$ cat config.mk
export PLATFORM = sky130hd
export DESIGN_NAME = cs_filter
export DESIGN_NICKNAME = d
export VERILOG_FILES = /design/src/design/cs_pkg.sv /design/src/design/cs_filter.sv /design/src/design/cs_div.sv
export VERILOG_INCLUDE_DIRS = /design/src /design/src/design
export SDC_FILE = /design/constraint.sdc
export NUM_CORES = 1
export LEC_CHECK = 0
export BUFFER_PORTS_ARGS = -buffer_cell sky130_fd_sc_hd__buf_2
export CAP_MARGIN = 30
export CORE_MARGIN = 3
export CORE_UTILIZATION = 35
export DETAILED_ROUTE_END_ITERATION = 10
export PLACE_DENSITY = 0.5
export SLEW_MARGIN = 25
export SYNTH_ARGS = -nofsm -noshare
export SYNTH_HDL_FRONTEND = slang
export SYNTH_SLANG_ARGS = --single-unit
$ cat constraint.sdc
create_clock -name clock -period 15.6 [get_ports clock]
set_input_delay 3.12 -clock clock [delete_from_list [all_inputs] [get_ports clock]]
set_output_delay 3.12 -clock clock [all_outputs]
set_load 0.01 [all_outputs]
$ cat src/design/cs_cfg.svh
`ifndef CS_CFG_SVH
`define CS_CFG_SVH

// register addresses
`define CS_FDATA_LO_ADDR    8'h04
`define CS_FDATA_HI_ADDR    8'h05
`define CS_AFE_CFG_ADDR     8'h5c
`define CS_FILT_CFG_ADDR    8'h5d

// field positions, front end configuration
`define CS_FFI_MSB          7
`define CS_FFI_LSB          6
`define CS_CDC_MSB          5
`define CS_CDC_LSB          0
// field positions, filter configuration
`define CS_CDT_MSB          7
`define CS_CDT_LSB          5
`define CS_SFI_MSB          4
`define CS_SFI_LSB          3
`define CS_ESI_MSB          2
`define CS_ESI_LSB          0

// reset values
`define CS_AFE_CFG_RST      8'h10
`define CS_FILT_CFG_RST     8'h24

// timing
`define CS_CLK_PERIOD_NS    4
`define CS_INTERVAL_BASE_NS 1000000

`endif

$ cat src/design/cs_pkg.sv
package cs_pkg;

    // first stage burst sequencer
    typedef enum logic {CS_S1_IDLE, CS_S1_RUN} cs_s1_state_t;

endpackage : cs_pkg

$ cat src/design/cs_filter.sv
// How it works
// ffi code picks 6/10/18/34 burst samples
// drop max and min, average rest
// six-bit charge current, zero disables charging
// three-bit charge time code driven out
// sfi code picks 4/6/10/18 averaged results
// sample interval 1 ms doubling to 128
// one burst per interval feeds stage two
// filtered output every count times interval
// front end configuration decoded at 0x5c
// auto-configured charge time overrides software value
// new filtered value pulsed to touch logic
// software keeps both ffi copies matched
// truncating averages, front end idles between bursts
`include "cs_cfg.svh"

module cs_filter
    import cs_pkg::*;
#(
    parameter int DW           = 10,
    parameter int IVL_BASE_CYC = `CS_INTERVAL_BASE_NS / `CS_CLK_PERIOD_NS
) (
    input  wire logic          clock,
    input  wire logic          rst_n,
    input  wire logic [7:0]    reg_addr,
    input  wire logic [7:0]    reg_wdata,
    input  wire logic          reg_we,
    input  wire logic          reg_re,
    output logic [7:0]         reg_rdata,
    input  wire logic          afe_sample_valid,
    input  wire logic [DW-1:0] afe_sample_data,
    input  wire logic          autocfg_time_valid,
    input  wire logic [2:0]    autocfg_time,
    output logic               analog_front_end_run,
    output logic [5:0]         charge_current_select,
    output logic [2:0]         charge_time_select,
    output logic [DW-1:0]      filtered_data,
    output logic               filtered_valid
);

    localparam int SW = 16;
    localparam int AW = 15;

    logic [7:0]    afe_cfg_r;
    logic [7:0]    filt_cfg_r;
    logic [7:0]    reg_rdata_r;
    logic [5:0]    cdc_r;
    logic [2:0]    cdt_r;
    logic [24:0]   ivl_cnt_r;
    logic [24:0]   ivl_limit;
    logic          tick;
    cs_s1_state_t  s1_state_r;
    logic          run_r;
    logic [5:0]    s1_cnt_r;
    logic [5:0]    s1_n_r;
    logic [2:0]    s1_shift_r;
    logic [SW-1:0] s1_sum_r;
    logic [DW-1:0] s1_max_r;
    logic [DW-1:0] s1_min_r;
    logic [SW-1:0] s1_sum_nxt;
    logic [DW-1:0] s1_max_nxt;
    logic [DW-1:0] s1_min_nxt;
    logic [SW-1:0] s1_trim;
    logic          s1_last;
    logic          s1_done_r;
    logic [DW-1:0] s1_result_r;
    logic [AW-1:0] s2_acc_r;
    logic [4:0]    s2_cnt_r;
    logic [4:0]    s2_m_r;
    logic [4:0]    s2_m_cur;
    logic          div_start_r;
    logic [AW-1:0] div_num_r;
    logic [4:0]    div_den_r;
    logic          div_done;
    logic [AW-1:0] div_q;
    logic [DW-1:0] fdata_r;
    logic          fvalid_r;
    logic [4:0]    s1_since_r;

    // burst length per first-stage code
    function automatic logic [5:0] ffi_count(input logic [1:0] code);
        case (code)
            2'h0:    ffi_count = 6'h06;
            2'h1:    ffi_count = 6'h0a;
            2'h2:    ffi_count = 6'h12;
            default: ffi_count = 6'h22;
        endcase
    endfunction : ffi_count

    // averaged result count per second-stage code
    function automatic logic [4:0] sfi_count(input logic [1:0] code);
        case (code)
            2'h0:    sfi_count = 5'h04;
            2'h1:    sfi_count = 5'h06;
            2'h2:    sfi_count = 5'h0a;
            default: sfi_count = 5'h12;
        endcase
    endfunction : sfi_count

    ////////////////////////////////////////////////////////////////////////
    // register file
    always_ff @(posedge clock or negedge rst_n) begin
        if (!rst_n) begin
            afe_cfg_r  <= `CS_AFE_CFG_RST;
            filt_cfg_r <= `CS_FILT_CFG_RST;
        end else if (reg_we) begin
            if (reg_addr == `CS_AFE_CFG_ADDR) begin
                afe_cfg_r <= reg_wdata;
            end
            if (reg_addr == `CS_FILT_CFG_ADDR) begin
                filt_cfg_r <= reg_wdata;
            end
        end
    end

    // registered read data, unmapped addresses read zero
    always_ff @(posedge clock or negedge rst_n) begin
        if (!rst_n) begin
            reg_rdata_r <= 8'h00;
        end else if (reg_re) begin
            unique case (reg_addr)
                `CS_AFE_CFG_ADDR:  reg_rdata_r <= afe_cfg_r;
                `CS_FILT_CFG_ADDR: reg_rdata_r <= filt_cfg_r;
                `CS_FDATA_LO_ADDR: reg_rdata_r <= fdata_r[7:0];
                `CS_FDATA_HI_ADDR: reg_rdata_r <= 8'(fdata_r >> 8);
                default:           reg_rdata_r <= 8'h00;
            endcase
        end else begin
            reg_rdata_r <= 8'h00;
        end
    end

    ////////////////////////////////////////////////////////////////////////
    // front end drive; auto-config owns the charge time when it offers one
    always_ff @(posedge clock or negedge rst_n) begin
        if (!rst_n) begin
            cdc_r <= 6'h00;
            cdt_r <= 3'h0;
        end else begin
            cdc_r <= afe_cfg_r[`CS_CDC_MSB:`CS_CDC_LSB];
            if (autocfg_time_valid) begin
                cdt_r <= autocfg_time;
            end else begin
                cdt_r <= filt_cfg_r[`CS_CDT_MSB:`CS_CDT_LSB];
            end
        end
    end

    ////////////////////////////////////////////////////////////////////////
    // sample interval: base period shifted by the interval code
    assign ivl_limit = (25'(IVL_BASE_CYC) << filt_cfg_r[`CS_ESI_MSB:`CS_ESI_LSB])
                       - 25'h0000001;
    assign tick      = ivl_cnt_r >= ivl_limit;

    // >= so that shortening the code mid-period cannot strand the counter
    always_ff @(posedge clock or negedge rst_n) begin
        if (!rst_n) begin
            ivl_cnt_r <= '0;
        end else if (tick) begin
            ivl_cnt_r <= '0;
        end else begin
            ivl_cnt_r <= ivl_cnt_r + 25'h0000001;
        end
    end

    ////////////////////////////////////////////////////////////////////////
    // first stage running sums
    always_comb begin
        s1_sum_nxt = s1_sum_r + SW'(afe_sample_data);
        s1_max_nxt = (afe_sample_data > s1_max_r) ? afe_sample_data : s1_max_r;
        s1_min_nxt = (afe_sample_data < s1_min_r) ? afe_sample_data : s1_min_r;
        s1_trim    = s1_sum_nxt - SW'(s1_max_nxt) - SW'(s1_min_nxt);
    end

    assign s1_last = (s1_state_r == CS_S1_RUN) && afe_sample_valid
                     && (s1_cnt_r == s1_n_r - 6'h01);

    // burst sequencer; remaining count is a power of two so divide is a shift
    always_ff @(posedge clock or negedge rst_n) begin
        if (!rst_n) begin
            s1_state_r  <= CS_S1_IDLE;
            run_r       <= 1'b0;
            s1_cnt_r    <= 6'h00;
            s1_n_r      <= 6'h06;
            s1_shift_r  <= 3'h2;
            s1_sum_r    <= '0;
            s1_max_r    <= '0;
            s1_min_r    <= '1;
            s1_done_r   <= 1'b0;
            s1_result_r <= '0;
        end else begin
            s1_done_r <= 1'b0;
            unique case (s1_state_r)
                CS_S1_IDLE: begin
                    // no charge current means no burst at all
                    if (tick && (afe_cfg_r[`CS_CDC_MSB:`CS_CDC_LSB] != 6'h00)) begin
                        s1_state_r <= CS_S1_RUN;
                        run_r      <= 1'b1;
                        s1_cnt_r   <= 6'h00;
                        s1_n_r     <= ffi_count(afe_cfg_r[`CS_FFI_MSB:`CS_FFI_LSB]);
                        s1_shift_r <= 3'(afe_cfg_r[`CS_FFI_MSB:`CS_FFI_LSB]) + 3'h2;
                        s1_sum_r   <= '0;
                        s1_max_r   <= '0;
                        s1_min_r   <= '1;
                    end
                end
                CS_S1_RUN: begin
                    if (afe_sample_valid) begin
                        s1_sum_r <= s1_sum_nxt;
                        s1_max_r <= s1_max_nxt;
                        s1_min_r <= s1_min_nxt;
                        s1_cnt_r <= s1_cnt_r + 6'h01;
                    end
                    if (s1_last) begin
                        s1_state_r  <= CS_S1_IDLE;
                        run_r       <= 1'b0;
                        s1_done_r   <= 1'b1;
                        s1_result_r <= DW'(s1_trim >> s1_shift_r);
                    end
                end
            endcase
        end
    end

    ////////////////////////////////////////////////////////////////////////
    // second stage accumulation; count latched at the first result
    assign s2_m_cur = (s2_cnt_r == 5'h00) ? sfi_count(filt_cfg_r[`CS_SFI_MSB:`CS_SFI_LSB])
                                          : s2_m_r;

    always_ff @(posedge clock or negedge rst_n) begin
        if (!rst_n) begin
            s2_acc_r    <= '0;
            s2_cnt_r    <= 5'h00;
            s2_m_r      <= 5'h04;
            div_start_r <= 1'b0;
            div_num_r   <= '0;
            div_den_r   <= 5'h04;
        end else begin
            div_start_r <= 1'b0;
            if (s1_done_r) begin
                s2_m_r <= s2_m_cur;
                if (s2_cnt_r == s2_m_cur - 5'h01) begin
                    div_num_r   <= s2_acc_r + AW'(s1_result_r);
                    div_den_r   <= s2_m_cur;
                    div_start_r <= 1'b1;
                    s2_acc_r    <= '0;
                    s2_cnt_r    <= 5'h00;
                end else begin
                    s2_acc_r <= s2_acc_r + AW'(s1_result_r);
                    s2_cnt_r <= s2_cnt_r + 5'h01;
                end
            end
        end
    end

    // divider quotient truncates, average never exceeds the sample range
    cs_div #(
        .NW (AW),
        .VW (5)
    ) u_div (
        .clock    (clock),
        .rst_n    (rst_n),
        .start    (div_start_r),
        .dividend (div_num_r),
        .divisor  (div_den_r),
        .done     (div_done),
        .quotient (div_q)
    );

    // output word and one-cycle hand-off to touch evaluation
    always_ff @(posedge clock or negedge rst_n) begin
        if (!rst_n) begin
            fdata_r  <= '0;
            fvalid_r <= 1'b0;
        end else begin
            fvalid_r <= div_done;
            if (div_done) begin
                fdata_r <= DW'(div_q);
            end
        end
    end

    // checking aid: first-stage results since the last output
    always_ff @(posedge clock or negedge rst_n) begin
        if (!rst_n) begin
            s1_since_r <= 5'h00;
        end else if (fvalid_r) begin
            s1_since_r <= {4'h0, s1_done_r};
        end else if (s1_done_r) begin
            s1_since_r <= s1_since_r + 5'h01;
        end
    end

    assign reg_rdata             = reg_rdata_r;
    assign analog_front_end_run  = run_r;
    assign charge_current_select = cdc_r;
    assign charge_time_select    = cdt_r;
    assign filtered_data         = fdata_r;
    assign filtered_valid        = fvalid_r;

    ////////////////////////////////////////////////////////////////////////
    burst_end_a: assert property (@(posedge clock) disable iff (!rst_n)
        s1_last |=> s1_done_r && !run_r)
        else $error("burst did not end on last sample");
    trim_range_a: assert property (@(posedge clock) disable iff (!rst_n)
        s1_done_r |-> (s1_result_r <= s1_max_r) && (s1_result_r >= s1_min_r))
        else $error("first stage average out of sample range");
    no_charge_a: assert property (@(posedge clock) disable iff (!rst_n)
        (s1_state_r == CS_S1_IDLE && afe_cfg_r[5:0] == 6'h00) |=> !run_r)
        else $error("burst started with charging disabled");
    ctime_sw_a: assert property (@(posedge clock) disable iff (!rst_n)
        !autocfg_time_valid |=> charge_time_select == $past(filt_cfg_r[7:5]))
        else $error("charge time not taken from register");
    ctime_auto_a: assert property (@(posedge clock) disable iff (!rst_n)
        autocfg_time_valid |=> charge_time_select == $past(autocfg_time))
        else $error("auto charge time not applied");
    out_count_a: assert property (@(posedge clock) disable iff (!rst_n)
        fvalid_r |-> s1_since_r == s2_m_r)
        else $error("output not after selected result count");
    ivl_wrap_a: assert property (@(posedge clock) disable iff (!rst_n)
        tick |=> ivl_cnt_r == 25'h0000000)
        else $error("interval counter failed to wrap");
    burst_tick_a: assert property (@(posedge clock) disable iff (!rst_n)
        $rose(run_r) |-> $past(tick))
        else $error("burst started off the interval tick");
    result_a: assert property (@(posedge clock) disable iff (!rst_n)
        div_start_r |-> ##17 fvalid_r)
        else $error("filtered value late");
    handoff_a: assert property (@(posedge clock) disable iff (!rst_n)
        div_done |=> fvalid_r && filtered_data == $past(div_q[DW-1:0]))
        else $error("filtered value not handed over");
    afe_read_a: assert property (@(posedge clock) disable iff (!rst_n)
        (reg_re && reg_addr == 8'h5c) |=> reg_rdata == $past(afe_cfg_r))
        else $error("front end configuration read wrong");
    idle_a: assert property (@(posedge clock) disable iff (!rst_n)
        (s1_state_r == CS_S1_IDLE) |-> !run_r)
        else $error("front end running between bursts");

endmodule : cs_filter

$ cat src/design/cs_div.sv
// restoring divider, one quotient bit per clock
module cs_div #(
    parameter int NW = 15,
    parameter int VW = 5
) (
    input  wire logic          clock,
    input  wire logic          rst_n,
    input  wire logic          start,
    input  wire logic [NW-1:0] dividend,
    input  wire logic [VW-1:0] divisor,
    output logic               done,
    output logic [NW-1:0]      quotient
);

    logic [VW-1:0] rem_r;
    logic [VW-1:0] dvs_r;
    logic [NW-1:0] quo_r;
    logic [4:0]    cnt_r;
    logic          busy_r;
    logic          done_r;
    logic [VW:0]   trial;
    logic          fits;

    // trial subtraction of the next dividend bit
    always_comb begin
        trial = {rem_r, quo_r[NW-1]};
        fits  = trial >= {1'b0, dvs_r};
    end

    ////////////////////////////////////////////////////////////////////////
    // iteration; remainder always stays below the divisor so VW bits do
    always_ff @(posedge clock or negedge rst_n) begin
        if (!rst_n) begin
            rem_r  <= '0;
            dvs_r  <= '0;
            quo_r  <= '0;
            cnt_r  <= 5'h00;
            busy_r <= 1'b0;
            done_r <= 1'b0;
        end else begin
            done_r <= 1'b0;
            if (start) begin
                rem_r  <= '0;
                dvs_r  <= divisor;
                quo_r  <= dividend;
                cnt_r  <= 5'h00;
                busy_r <= 1'b1;
            end else if (busy_r) begin
                rem_r <= fits ? VW'(trial - {1'b0, dvs_r}) : VW'(trial);
                quo_r <= {quo_r[NW-2:0], fits};
                cnt_r <= cnt_r + 5'h01;
                if (cnt_r == 5'(NW - 1)) begin
                    busy_r <= 1'b0;
                    done_r <= 1'b1;
                end
            end
        end
    end

    assign done     = done_r;
    assign quotient = quo_r;

endmodule : cs_div

==> impl_metrics.py <==
metrics = {
    "clock_tree": {
        "clk_pin_slew_ns": 0.06,
        "cts_tree": "done",
        "htreeDepth": 1,
        "postCtsSetupBuffers": 0,
        "cts_hold_buffers": 0,
        "cts_buffers": 26,
        "cts.sinks": 209,
        "cts_root_buf": "clkbuf_16",
        "clockBufferDepth": 3,
        "clock_latency_ns": 0.55,
        "cts_resized": 0,
    },
    "critical_path": {
        "critPathRequiredTime_ns": 15.99,
        "crit_slowest_cell": "a2111oi_0",
        "crit_path_end_kind": "flop",
        "crit_fanout": 10,
        "path_cells": "buf_2, ha_1, a21o_1, a21o_1, a21oi_1, nor2_1, a2111oi_0, a31oi_1, buf_4, mux2i_1, fa_1, ha_1, o21ai_0, a21oi_1, o21a_1, a221oi_1, nand4_1, nor3_1, mux2i_1, o2111a_1, o31ai_1",
        "critPathMaxStageDelay_ns": 0.48,
        "critical_path_class": "in -> reg",
        "startpoint_type": "input pin",
        "critPathArrivalTime_ns": 8.03,
    },
    "placement": {
        "portBuffers": 63,
        "postPlaceCellArea_um2": 13500,
        "place_congestion": 0.786,
        "pre_cts_ws_ns": 7.47,
        "dp_cells": 1818,
        "dp_hpwl_um": 20600,
    },
    "synthesis": {
        "synth_top_area_share": 0.377,
        "yosysTopAreaCell": "dfrtp_1",
        "synth_fa_ha_area_frac": 0.109,
        "ys.warnings.count": 0,
        "syn-instance-count": 1339,
        "synth_simple_gate_area_frac": 0.143,
        "yosys_register_bits": 209,
        "synth_area_per_cell_um2": 9.51,
        "ys_async_sr_fraction": 1.00,
        "synth_mux_area_frac": 0.0781,
        "synth.net_count": 1477,
        "synth_compound_area_frac": 0.163,
        "syn_area_um2": 12700,
        "synth_area_leaders": "dfrtp_1, ha_1, o21ai_0",
        "synth_cell_types": 69,
        "synth_xor_area_frac": 0.0530,
        "ys.flop_type": "dfrtp_1",
        "synth_edf_count": 0,
        "ys_seq_area_frac": 0.412,
        "synth_top_family_by_area": "compound AO/OA/AOI/OAI gates",
    },
    "die": {
        "die_w_um": 197,
        "coreArea_um2": 35700,
        "io_pins": 64,
        "die_area_um2": 38700,
        "die_h_um": 197,
        "row_count": 69,
        "initial_core_util": 0.356,
    },
    "sta": {
        "setup_slack_ns": 7.96,
        "final_hold_viol_count": 0,
        "holdWs_ns": 0.425,
        "timing.final.crit_share": 0.490,
        "tightest_slew_ns": 0.896,
        "slew-limit-headroom": 0.401,
        "max_freq_ghz": 0.131,
        "skew_ns": 0.0260,
        "slew_viol_final": 0,
        "min_period_ns": 7.64,
        "fin_tns_setup_ns": 0,
        "setup_viol": 0,
        "rsz0062_at_grt": "false",
    },
    "power_and_ir_drop": {
        "ir_drop_v": 0.0000699,
        "p_total_mw": 1.29,
        "p_per_area_nw_per_um2": 90.2,
        "p_leak_nw": 6.58,
    },
    "finish": {
        "synthToLayoutAreaGrowth_pct": 12.5,
        "nNetsFinal": 1524,
        "final_cell_mix": "dfrtp_1, nand2_1, o21ai_0",
        "mostFrequentLayoutCell": "dfrtp_1",
        "final_util": 0.401,
        "layout-drive-gt1-share": 0.129,
        "seq_area_um2": 5250,
        "fin_cells": 1867,
        "multi_input_area_um2": 6960,
        "final_cell_area_um2": 14300,
        "num_antenna_cells": 0,
        "n_fill_cell": 3565,
    },
    "flow_run": {
        "drv_cap": 0,
    },
    "grt": {
        "track_usage": 0.152,
        "grt_pass1_vias": 9451,
        "grt_overflow_total": 0,
        "grt_pass1_wl_um": 49000,
        "grt_max_degree": 79,
        "antenna_found_initial": 0,
    },
    "route": {
        "num_vias": 9593,
        "totalWireLength_um": 29200,
        "wire_per_inst_um": 15.6,
        "dr.pass1.iters": 6,
        "first_iter_violations": 442,
        "drt_drc_violations_left": 0,
        "drt-vias-per-instance": 5.14,
        "postRouteAntennaNets": 0,
    },
    "status": {
        "status": "finished clean",
    },
    "hold_path": {
        "hold_class": "reg -> reg",
    },
}
-- report_power, final --
group	switching, mW	leakage, nW	internal [mW]
Sequential	0.00480	2.82	0.546
Combinational	0.0993	3.37	0.0666
Clock	0.240	0.391	0.336
Total	0.344	6.58	0.949
-- routing by layer --
layer	GRT usage	vias to the layer above	wire (um)
li1	-	4828	-
met1	0.219	4550	14700
met2	0.242	174	12800
met3	0.0227	41	1160
met4	0.0346	0	597
met5	0	-	0
-- final cells by class --
type | count | area share
multi-input cells | 993 | 0.486
flip-flops and latches | 209 | 0.366
clock buffers | 41 | 0.0507
well taps | 461 | 0.0403
repair buffers | 76 | 0.0304
inverters | 80 | 0.0210
clock inverters | 7 | 0.00524
-- Yosys cell counts, types with 15 or more instances --
library cell / number
nor2b_1: 15
xor2_1: 33
nand2_1: 140
nor3_1: 17
nand3_1: 23
a21oi_1: 41
a211oi_1: 17
clkbuf_1: 48
o21ai_0: 122
dfrtp_1: 192
o22ai_1: 27
ha_1: 90
nand4_1: 16
inv_1: 79
mux2_2: 39
nor2_1: 116
dfstp_2: 17
mux2i_1: 51
xnor2_1: 44
a21o_1: 28
-- flip-flops by register name (all words and copies together) (netlist names), 3 cells and up --
| signal | cells |
|---|---|
| s1_cnt_r | 6 |
| s1_n_r | 4 |
| charge_time_select | 3 |
| filtered_data | 10 |
| afe_cfg_r | 8 |
| reg_rdata | 8 |
| s2_cnt_r | 5 |
| div_den_r | 5 |
| s1_max_r | 10 |
| ivl_cnt_r | 25 |
| u_div.dvs_r | 5 |
| u_div.rem_r | 5 |
| u_div.cnt_r | 5 |
| div_num_r | 15 |
| s2_m_r | 5 |
| u_div.quotient | 15 |
| s1_min_r | 10 |
| s1_sum_r | 16 |
| s2_acc_r | 15 |
| s1_result_r | 10 |
| s1_shift_r | 3 |
| filt_cfg_r | 8 |
| charge_current_select | 6 |
-- worst paths after layout --
kind / startpoint / end / slack [ns] / depth (start not counted)
worst min-delay path: afe_cfg_r[3] / charge_current_select[3] / 0.43 / 0
worst min register to register: afe_cfg_r[3] / charge_current_select[3] / 0.43 / 0
max in group asynchronous: rst_n / div_den_r[2] / 11.10 / 4
worst max-delay path: afe_sample_data[3] / s1_result_r[9] / 7.96 / 21
min in group asynchronous: rst_n / ivl_cnt_r[9] / 2.53 / 1
worst max register to register: s1_max_r[3] / s1_result_r[9] / 10.28 / 21
-- kinds of logic after synthesis --
family,Yosys count
xor gates and xnor gates,77
muxes,93
adders and majority gates,103
AOI/OAI and AO/OA,326
DFF,209
buffers and inverters,137
and+or+nand+nor,394
-- worst max-delay path: cells and delay by family --
kind	cells	cell delay [ns]
buffers and inverters	2	0.36
AO/OA/AOI/OAI	11	2.28
multiplexers	2	0.50
AND/OR/NAND/NOR	3	0.64
adder cells (fa/ha/maj)	3	1.14
Power figures use the tool's default switching activity.
